## src/core/timer_pkg.sv

```systemverilog
// constants for the timer prescaler, count pin and event flags.
// assumes APB with one aligned word per register.
package timer_pkg;

    // --------------------------------
    // register indices; byte address is four times the index
    // --------------------------------
    localparam logic [7:0]  SYNC_CTRL_IDX   = 8'h23;
    localparam logic [7:0]  EVENT_FLAGS_IDX = 8'h16;
    localparam logic [7:0]  IRQ_ENABLE_IDX  = 8'h6f;
    localparam logic [7:0]  CLOCK_SEL_IDX   = 8'h25;
    localparam logic [7:0]  WAVE_CTRL_IDX   = 8'h21;

    localparam int          ADDR_W          = 12;
    localparam logic [11:0] SYNC_CTRL_ADDR   = {2'h0, SYNC_CTRL_IDX,   2'h0};
    localparam logic [11:0] EVENT_FLAGS_ADDR = {2'h0, EVENT_FLAGS_IDX, 2'h0};
    localparam logic [11:0] IRQ_ENABLE_ADDR  = {2'h0, IRQ_ENABLE_IDX,  2'h0};
    localparam logic [11:0] CLOCK_SEL_ADDR   = {2'h0, CLOCK_SEL_IDX,   2'h0};
    localparam logic [11:0] WAVE_CTRL_ADDR   = {2'h0, WAVE_CTRL_IDX,   2'h0};

    // --------------------------------
    // field positions and reset values
    // --------------------------------
    localparam int          SYNC_MODE_BIT   = 7;
    localparam int          PRESC_RST_BIT   = 0;
    localparam int          CAPTURE_BIT     = 5;
    localparam int          COMPARE_B_BIT   = 2;
    localparam int          COMPARE_A_BIT   = 1;
    localparam int          OVERFLOW_BIT    = 0;
    localparam logic [7:0]  FLAG_MASK       = 8'h27;
    localparam int          FORCE_A_BIT     = 7;
    localparam int          FORCE_B_BIT     = 6;
    localparam int          CS_W            = 3;
    localparam int          WAVE_W          = 4;
    localparam logic [7:0]  SYNC_CTRL_RST   = 8'h00;
    localparam logic [7:0]  EVENT_FLAGS_RST = 8'h00;
    localparam logic [7:0]  IRQ_ENABLE_RST  = 8'h00;
    localparam logic [7:0]  CLOCK_SEL_RST   = 8'h00;
    localparam logic [3:0]  WAVE_RST        = 4'h0;

    // --------------------------------
    // clock select codes and prescaler taps
    // --------------------------------
    localparam logic [2:0]  CS_STOP         = 3'h0;
    localparam logic [2:0]  CS_DIV1         = 3'h1;
    localparam logic [2:0]  CS_DIV8         = 3'h2;
    localparam logic [2:0]  CS_DIV64        = 3'h3;
    localparam logic [2:0]  CS_DIV256       = 3'h4;
    localparam logic [2:0]  CS_DIV1024      = 3'h5;
    localparam logic [2:0]  CS_EXT_FALL     = 3'h6;
    localparam logic [2:0]  CS_EXT_RISE     = 3'h7;
    localparam int          PRESC_W         = 10;
    localparam logic [9:0]  TAP_DIV8        = 10'h007;
    localparam logic [9:0]  TAP_DIV64       = 10'h03f;
    localparam logic [9:0]  TAP_DIV256      = 10'h0ff;
    localparam logic [9:0]  TAP_DIV1024     = 10'h3ff;
    localparam logic [9:0]  PRESC_RST       = 10'h000;

    // --------------------------------
    // waveform modes that matter to the flags
    // --------------------------------
    localparam logic [3:0]  WAVE_NORMAL     = 4'h0;
    localparam logic [3:0]  WAVE_CTC_CMPA   = 4'h4;
    localparam logic [3:0]  WAVE_CTC_CAPT   = 4'hc;
    localparam logic [3:0]  WAVE_PWM_CAPT_A = 4'h8;
    localparam logic [3:0]  WAVE_PWM_CAPT_B = 4'ha;
    localparam logic [3:0]  WAVE_FAST_CAPT  = 4'he;

endpackage

```

## src/core/timer_prescaler_and_flags.sv

```systemverilog
// timer prescaler, count-pin edge detector and 16-bit timer flags.
// assumes APB on mclk and a counter core reporting its events.
//
// How it works
// RULE1 - overflow request needs enable, global, flag
// RULE2 - capture flag on capture or top
// RULE3 - capture flag cleared by vector or one
// RULE4 - compare B flag one tick after equal
// RULE5 - compare A flag one tick after equal
// RULE6 - forced compare strobes never set flags
// RULE7 - compare flags cleared by vector or one
// RULE8 - overflow flag set on counter overflow
// RULE9 - overflow flag cleared by vector or one
// RULE10 - software writes zero to unused flag bits
// RULE11 - select 1 undivided, others 8..1024 taps
// RULE12 - prescaler free running and shared
// RULE13 - count pin synchronised before edge detection
// RULE14 - select 7 rising, 6 falling edges
// RULE15 - pin edge reaches counter within cycles
// RULE16 - software switches input while pin steady
// RULE17 - external half period above one cycle
// RULE18 - external edges bypass the prescaler
// RULE19 - sync mode keeps prescaler reset bit
// RULE20 - clearing sync mode clears reset bit
// RULE21 - reset bit resets prescaler, self clears
// RULE22 - ten-bit prescaler with single-cycle taps
//
// The implementer's own choice: the APB slave port.
`timescale 1ns/10ps

module timer_prescaler_and_flags #(
    parameter int NUM_TIMERS = 2
) (
    input  wire logic                         mclk,
    input  wire logic                         rstn,
    input  wire logic [timer_pkg::ADDR_W-1:0] paddr,
    input  wire logic                         psel,
    input  wire logic                         penable,
    input  wire logic                         pwrite,
    input  wire logic [31:0]                  pwdata,
    output logic      [31:0]                  prdata,
    output logic                              pready,
    output logic                              pslverr,
    input  wire logic [NUM_TIMERS-1:0]        external_count_pin,
    input  wire logic                         counter_overflow,
    input  wire logic                         compare_a_equal,
    input  wire logic                         compare_b_equal,
    input  wire logic                         capture_event,
    input  wire logic                         counter_at_top,
    input  wire logic                         global_irq_enable,
    input  wire logic                         ack_overflow,
    input  wire logic                         ack_compare_a,
    input  wire logic                         ack_compare_b,
    input  wire logic                         ack_capture,
    output logic      [NUM_TIMERS-1:0]        timer_tick,
    output logic      [3:0]                   waveform_mode_field,
    output logic                              force_compare_a,
    output logic                              force_compare_b,
    output logic                              prescaler_held,
    output logic                              irq_overflow,
    output logic                              irq_compare_a,
    output logic                              irq_compare_b,
    output logic                              irq_capture
);

    // --------------------------------
    // decode helpers
    // --------------------------------
    // true when the prescaler count sits on the last cycle of a tap
    function automatic logic tap_hit(
        input logic [timer_pkg::PRESC_W-1:0] cnt,
        input logic [2:0]                    sel
    );
        logic hit;
        hit = 1'b0;
        case (sel)
            timer_pkg::CS_DIV8:    hit = (cnt[2:0] == timer_pkg::TAP_DIV8[2:0]);
            timer_pkg::CS_DIV64:   hit = (cnt[5:0] == timer_pkg::TAP_DIV64[5:0]);
            timer_pkg::CS_DIV256:  hit = (cnt[7:0] == timer_pkg::TAP_DIV256[7:0]);
            timer_pkg::CS_DIV1024: hit = (cnt == timer_pkg::TAP_DIV1024);
            default:               hit = 1'b0;
        endcase
        return hit;
    endfunction

    function automatic logic capture_is_top(input logic [3:0] mode);
        return (mode == timer_pkg::WAVE_PWM_CAPT_A) ||
               (mode == timer_pkg::WAVE_PWM_CAPT_B) ||
               (mode == timer_pkg::WAVE_CTC_CAPT)   ||
               (mode == timer_pkg::WAVE_FAST_CAPT);
    endfunction

    function automatic logic addr_is(
        input logic [timer_pkg::ADDR_W-1:0] a,
        input logic [timer_pkg::ADDR_W-1:0] reg_addr
    );
        return a == reg_addr;
    endfunction

    // --------------------------------
    // register state
    // --------------------------------
    logic                         sync_mode_q;
    logic                         sync_mode_d;
    logic                         presc_rst_q;
    logic                         presc_rst_d;
    logic [7:0]                   flags_q;
    logic [7:0]                   flags_d;
    logic [7:0]                   irq_en_q;
    logic [7:0]                   clk_sel_q;
    logic [3:0]                   wave_q;
    logic                         force_a_q;
    logic                         force_b_q;
    logic [timer_pkg::PRESC_W-1:0] presc_q;
    logic [31:0]                  prdata_q;
    logic [NUM_TIMERS-1:0]        tick_d;

    // --------------------------------
    // APB decode
    // --------------------------------
    wire setup_phase  = psel & ~penable;
    wire access_phase = psel & penable;
    wire hit_sync     = addr_is(paddr, timer_pkg::SYNC_CTRL_ADDR);
    wire hit_flags    = addr_is(paddr, timer_pkg::EVENT_FLAGS_ADDR);
    wire hit_irq_en   = addr_is(paddr, timer_pkg::IRQ_ENABLE_ADDR);
    wire hit_clk_sel  = addr_is(paddr, timer_pkg::CLOCK_SEL_ADDR);
    wire hit_wave     = addr_is(paddr, timer_pkg::WAVE_CTRL_ADDR);
    wire hit_any      = hit_sync | hit_flags | hit_irq_en |
                        hit_clk_sel | hit_wave;
    wire wr_en        = access_phase & pwrite & hit_any;
    wire wr_sync      = wr_en & hit_sync;
    wire wr_flags     = wr_en & hit_flags;
    wire wr_irq_en    = wr_en & hit_irq_en;
    wire wr_clk_sel   = wr_en & hit_clk_sel;
    wire wr_wave      = wr_en & hit_wave;

    // zero wait states: data is staged during the setup cycle
    assign pready  = 1'b1;
    assign pslverr = access_phase & ~hit_any;
    assign prdata  = prdata_q;

    wire [7:0] sync_view = {sync_mode_q, 6'h00, presc_rst_q};
    // forced compare bits are strobes and always read back as zero
    wire [7:0] wave_view = {4'h0, wave_q};
    wire [7:0] read_mux  = hit_sync    ? sync_view :
                           hit_flags   ? flags_q   :
                           hit_irq_en  ? irq_en_q  :
                           hit_clk_sel ? clk_sel_q :
                           hit_wave    ? wave_view : 8'h00;

    always_ff @(posedge mclk or negedge rstn) begin
        if (!rstn) begin
            prdata_q <= 32'h0000_0000;
        end else if (setup_phase && !pwrite) begin
            prdata_q <= {24'h00_0000, read_mux};
        end
    end

    // --------------------------------
    // prescaler reset and synchronisation mode
    // --------------------------------
    always_comb begin
        sync_mode_d = sync_mode_q;
        presc_rst_d = presc_rst_q;
        if (wr_sync) begin
            sync_mode_d = pwdata[timer_pkg::SYNC_MODE_BIT];
            presc_rst_d = pwdata[timer_pkg::PRESC_RST_BIT];
            if (!pwdata[timer_pkg::SYNC_MODE_BIT]) begin
                presc_rst_d = 1'b0; // RULE20
            end
            // a plain write of one still resets the prescaler for a cycle
            if (pwdata[timer_pkg::PRESC_RST_BIT]) begin
                presc_rst_d = pwdata[timer_pkg::SYNC_MODE_BIT]; // RULE19
            end
        end else if (!sync_mode_q) begin
            presc_rst_d = 1'b0; // RULE21
        end
    end

    // the write pulse itself resets the counter even when the bit drops
    wire presc_clear = presc_rst_q |
                       (wr_sync & pwdata[timer_pkg::PRESC_RST_BIT]); // RULE21

    always_ff @(posedge mclk or negedge rstn) begin
        if (!rstn) begin
            sync_mode_q <= timer_pkg::SYNC_CTRL_RST[timer_pkg::SYNC_MODE_BIT];
            presc_rst_q <= timer_pkg::SYNC_CTRL_RST[timer_pkg::PRESC_RST_BIT];
        end else begin
            sync_mode_q <= sync_mode_d;
            presc_rst_q <= presc_rst_d;
        end
    end

    assign prescaler_held = presc_rst_q;

    // --------------------------------
    // shared prescaler
    // --------------------------------
    // ignores clock select, so a first divided tick takes 1 to N cycles
    always_ff @(posedge mclk or negedge rstn) begin
        if (!rstn) begin
            presc_q <= timer_pkg::PRESC_RST;
        end else if (presc_clear) begin
            presc_q <= timer_pkg::PRESC_RST; // RULE21
        end else begin
            presc_q <= presc_q + 10'h001; // RULE12 RULE22
        end
    end

    // --------------------------------
    // control registers
    // --------------------------------
    always_ff @(posedge mclk or negedge rstn) begin
        if (!rstn) begin
            irq_en_q  <= timer_pkg::IRQ_ENABLE_RST;
            clk_sel_q <= timer_pkg::CLOCK_SEL_RST;
            wave_q    <= timer_pkg::WAVE_RST;
        end else begin
            if (wr_irq_en) begin
                irq_en_q <= pwdata[7:0] & timer_pkg::FLAG_MASK;
            end
            if (wr_clk_sel) begin
                clk_sel_q <= {2'h0, pwdata[5:0]};
            end
            if (wr_wave) begin
                wave_q <= pwdata[3:0];
            end
        end
    end

    // forced compares go to the counter core as one-cycle strobes only
    always_ff @(posedge mclk or negedge rstn) begin
        if (!rstn) begin
            force_a_q <= 1'b0;
            force_b_q <= 1'b0;
        end else begin
            force_a_q <= wr_wave & pwdata[timer_pkg::FORCE_A_BIT];
            force_b_q <= wr_wave & pwdata[timer_pkg::FORCE_B_BIT];
        end
    end

    assign waveform_mode_field = wave_q;
    assign force_compare_a     = force_a_q;
    assign force_compare_b     = force_b_q;

    // --------------------------------
    // per-timer clock source: synchroniser, edge detector, tick select
    // --------------------------------
    genvar t;
    generate
        for (t = 0; t < NUM_TIMERS; t = t + 1) begin : g_timer
            logic       pin_meta_q;
            logic       pin_sync_q;
            logic       pin_prev_q;
            wire  [2:0] sel = clk_sel_q[t*3 +: 3];

            // sampling assumes each pin half period exceeds one cycle
            always_ff @(posedge mclk or negedge rstn) begin
                if (!rstn) begin
                    pin_meta_q <= 1'b0;
                    pin_sync_q <= 1'b0;
                    pin_prev_q <= 1'b0;
                end else begin
                    pin_meta_q <= external_count_pin[t]; // RULE13 RULE17
                    pin_sync_q <= pin_meta_q;
                    pin_prev_q <= pin_sync_q;
                end
            end

            wire rise_seen = pin_sync_q & ~pin_prev_q;
            wire fall_seen = ~pin_sync_q & pin_prev_q;
            wire ext_tick  = ((sel == timer_pkg::CS_EXT_RISE) & rise_seen) |
                             ((sel == timer_pkg::CS_EXT_FALL) & fall_seen);
            // internal sources halt while the prescaler is held
            wire int_tick  = ~presc_rst_q &
                             ((sel == timer_pkg::CS_DIV1) |
                              tap_hit(presc_q, sel)); // RULE11

            // external edges count one for one, never divided
            assign tick_d[t] = ext_tick | int_tick; // RULE14 RULE18
        end
    endgenerate

    // left unregistered so pin edge to counter update stays near 3 cycles
    assign timer_tick = tick_d; // RULE15

    // --------------------------------
    // 16-bit timer event flags
    // --------------------------------
    wire t16_tick = tick_d[NUM_TIMERS-1];

    // equal is sampled on the next tick, one tick late; forces ignored
    wire set_cmp_a = t16_tick & compare_a_equal; // RULE5 RULE6
    wire set_cmp_b = t16_tick & compare_b_equal; // RULE4 RULE6
    wire set_ovf   = counter_overflow; // RULE8
    wire set_cap   = capture_is_top(wave_q) ?
                     (t16_tick & counter_at_top) : capture_event; // RULE2

    wire [7:0] flag_set = {2'h0, set_cap, 2'h0,
                           set_cmp_b, set_cmp_a, set_ovf};
    // reserved positions are masked so stray ones do nothing
    wire [7:0] sw_clear = wr_flags ?
                          (pwdata[7:0] & timer_pkg::FLAG_MASK) : 8'h00; // RULE10
    wire [7:0] hw_clear = {2'h0, ack_capture, 2'h0,
                           ack_compare_b, ack_compare_a, ack_overflow};

    // an event in the clearing cycle wins over the clear
    assign flags_d = ((flags_q & ~(sw_clear | hw_clear)) | flag_set) &
                     timer_pkg::FLAG_MASK; // RULE3 RULE7 RULE9

    always_ff @(posedge mclk or negedge rstn) begin
        if (!rstn) begin
            flags_q <= timer_pkg::EVENT_FLAGS_RST;
        end else begin
            flags_q <= flags_d;
        end
    end

    // --------------------------------
    // interrupt requests
    // --------------------------------
    wire [7:0] pending = flags_q & irq_en_q & {8{global_irq_enable}};

    assign irq_overflow  = pending[timer_pkg::OVERFLOW_BIT]; // RULE1
    assign irq_compare_a = pending[timer_pkg::COMPARE_A_BIT];
    assign irq_compare_b = pending[timer_pkg::COMPARE_B_BIT];
    assign irq_capture   = pending[timer_pkg::CAPTURE_BIT];

endmodule // timer_prescaler_and_flags

```

## config.mk

```make
export PLATFORM = sky130hd
export DESIGN_NAME = timer_prescaler_and_flags
export DESIGN_NICKNAME = d
export VERILOG_FILES = /design/src/core/timer_pkg.sv /design/src/core/timer_prescaler_and_flags.sv
export SDC_FILE = /design/constraint.sdc
export NUM_CORES = 1
export LEC_CHECK = 0
export ABC_CLOCK_PERIOD_IN_PS = 1700
export BUFFER_PORTS_ARGS = -buffer_cell sky130_fd_sc_hd__buf_2
export CAP_MARGIN = 20
export CORE_MARGIN = 3
export CORE_UTILIZATION = 30
export CTS_BUF_LIST = sky130_fd_sc_hd__clkbuf_4
export DETAILED_ROUTE_END_ITERATION = 10
export PLACE_DENSITY = 0.61
export SYNTH_ARGS = -nofsm -noshare
export SYNTH_HDL_FRONTEND = slang
export SYNTH_SLANG_ARGS = --single-unit
```

## constraint.sdc

```tcl
create_clock -name mclk -period 1.7 [get_ports mclk]
set_clock_uncertainty 0.1 [all_clocks]
set_input_delay 0 -clock mclk [delete_from_list [all_inputs] [get_ports mclk]]
set_output_delay 0 -clock mclk [all_outputs]
set_load 0.02 [all_outputs]
```

==> metrics.yaml <==
yosys:
  synth_area_leader_cell: "dfrtp_1"
  synth_top_flop_cell: "dfrtp_1"
  synthCells: 255
  synth.area.top_cells: "dfrtp_1 44%, buf_4 7.9%, mux2_2 4.0%, nand2_1 3.7%, mux2_4 3.5%"
  syn_avg_cell_area_um2: 10.0
  synth_top_area_share_pct: 44.0
  async_flop_share_pct: 100
  yosysSeqAreaShare_pct: 44.0
  synth.most_common_cell: "dfrtp_1"
  synth_edf_count: 0
  synth_area_um2: 2560
  synth_warnings: 0
  synth_commonest_cells: "45 x dfrtp_1, 27 x buf_4, 25 x nand2_1"
  synth_cell_type_count: 52
  ys_seq_elements: 45
timing:
  setup_viol: 5
  worst_slew_pin_slew_ps: 533
  relSlewSlack_pct: 64.5
  timing.final.ws_setup_ps: -245
  rsz0062_at_grt: "true"
  hold_viol: 0
  fin_crit_ps: 1950
  min_period_over_period_pct: 114
  clock.fmax_mhz: 514
  finalMaxSlewViolations: 0
critical_path:
  arrival_ps: 1850
  crit_path_max_fanout: 4
  crit_type: "register to output port"
  crit_family: "flip-flops"
  rrSetupSlack_ps: -190
  cp_num_buf_inv: 1
  crit_path_start_kind: "register"
  worstPathCellList: "ha_4 > nand3_4 > nor3_4 > a31oi_1 > o32ai_2 > buf_4"
  cp_slowest_cell: "dfrtp_1"
  cp.required_ps: 1600
  endpoint_kind: "output port"
  cp_slowest_stage_delay_ps: 420
cts:
  clk_latency_ps: 360
  clkSinkCount: 45
  cts_tree: "yes"
  clockRootBuffer: "clkbuf_4"
  clkTransAtPathRegs_ps: 130
  cts_buffer_depth: 2
  cts.htree.levels: 2
  cts_buffers: 5
routing:
  via_per_inst: 4.84
  wl_mm: 7.08
  wl_per_cell_um: 14.9
  drtIter0Drc: 132
  vias: 2293
  first_pass_iters: 4
  drc_errors: 0
  ant_nets: 0
global_routing:
  track_usage_pct: 14.8
  grt_max_degree: 24
  grt_pass1_wl_mm: 11.4
  grt_pass1_vias: 2314
  antenna_found_initial: 0
  grt_overflow: 0
power:
  ir_worst_vdd_mv: 0.312
  power_density_nw_per_um2: 602
  p_leak_nw: 1.74
  power_mw: 2.14
layout:
  diodes: 0
  synthToLayoutAreaGrowth_pct: 38.9
  fin_cells: 474
  layout-drive-gt1-share_pct: 38.5
  multi_input_area_um2: 1350
  fillers: 813
  regArea_um2: 1130
  nNetsFinal: 431
run_status:
  outcome: "finished, violations left"
  violations: "setup timing"
floorplanning:
  die_w_um: 98.4
  dieArea_um2: 9680
  std_cell_rows: 33
  pin_count: 108
  core_um2: 8260
  die_y_um: 98.4
  start_util_pct: 31.0
worst_hold_path:
  min_path_type: "input port to register"
run:
  maxCapViolCount: 0
place:
  gp_congestion: 0.949
  numPlacedInstances: 436
  numPortBuffers: 57
  post-dp-hpwl_mm: 5.34
==> cells by family (layout without fill, tap and decap cells) <==
family,count (synthesis),after routing,share of synthesized area [%]
DFF,45,45,44.0
other,2,26,0.293
buffers and inverters,45,135,11.3
adders and majority gates,2,2,0.977
and+or+nand+nor,105,105,23.4
AOI/OAI and AO/OA,30,30,8.60
xor gates and xnor gates,7,7,2.39
muxes,19,19,9.09
==> worst paths after layout <==
kind                                             from                     to  cells past startpoint
worst max-delay path                       presc_q[1]          timer_tick[0]                      6
worst min-delay path                        paddr[10]              prdata[0]                      5
worst max register to register             presc_q[1]             flags_q[2]                      8
worst min register to register  g_timer[1].pin_meta_q  g_timer[1].pin_sync_q                      0
max in group asynchronous                        rstn             presc_q[6]                      3
min in group asynchronous                        rstn             flags_q[5]                      2
==> report_power, final <==
group	internal (mW)	total, mW	switching (mW)
combinational	0.163	0.383	0.220
sequential	1.13	1.21	0.0742
clock	0.213	0.550	0.337
total	1.51	2.14	0.631
==> sequential cells by signal (all words and copies together) (netlist names), 2 cells and up <==
name / flops
irq_en_q: 4
prdata: 7
g_timer.pin_sync_q: 2
g_timer.pin_prev_q: 2
flags_q: 4
presc_q: 10
clk_sel_q: 6
g_timer.pin_meta_q: 2
waveform_mode_field: 4
==> worst register-to-register path: stages, from the launching register on <==
cell	delay [ps]
dfrtp_1	430
ha_4	190
ha_4	160
nand3b_1	90
a211oi_2	70
a211o_1	280
buf_4	150
buf_6	110
a32o_1	190
==> layout make-up <==
class,instances,area share (%)
Timing Repair Buffer,117,24.1
Tap cell,105,3.69
Multi-Input combinational cell,189,37.8
Clock buffer,8,1.69
Sequential cell,45,31.7
Inverter,10,1.06
==> timing repair <==
| item | in CTS | in global routing |
|---|---|---|
| buffers inserted | 4 | 6 |
| hold endpoints to repair | 72 | 0 |
| pin swaps | 5 | 6 |
| hold buffers | 21 | 0 |
| gates cloned | 0 | 0 |
| setup endpoints to repair | 5 | 12 |
| resized for setup | 17 | 13 |
==> cell usage in the layout (no fill, tap or decap), types with 4 or more instances in the layout <==
master and n:
buf_4 37, inv_1 10, buf_6 6, nand3_1 10, nor2_1 20, buf_2 51, mux2_4 6, nand2_1 24
mux2_2 9, a21oi_1 6, nand3b_1 4, xnor2_1 5, clkbuf_4 8, conb_1 26, nand2b_1 4, nand4b_1 4
and3_1 5, dfrtp_1 45, dlygate4sd3_1 19, nor4_1 5
==> stage by stage <==
stage | utilization (%) | TNS [ps] | area, um2 | setup slack (ps) | hold WS [ps]
final | 43.1 | -1030 | 3560 | -245 | 1.65
after detailed placement | 37.4 | -2720 | 3090 | -138 | -88.7
after global placement | 37.4 | -2110 | 3090 | -118 | -88.0
after global routing | 43.1 | -1460 | 3560 | -345 | 4.17
after CTS | 41.9 | -1020 | 3460 | -256 | 5.21
after floorplan | - | -655 | 2680 | -109 | -396
==> per-layer routing <==
metal / global-route usage, % / part of all wire [%]
met2: 24.0 / 48
met3: 3.43 / 5.7
met1: 19.1 / 44
met4: 5.67 / 2.0
met5: 0 / 0
Note: power is estimated with default switching activity, not from simulation.
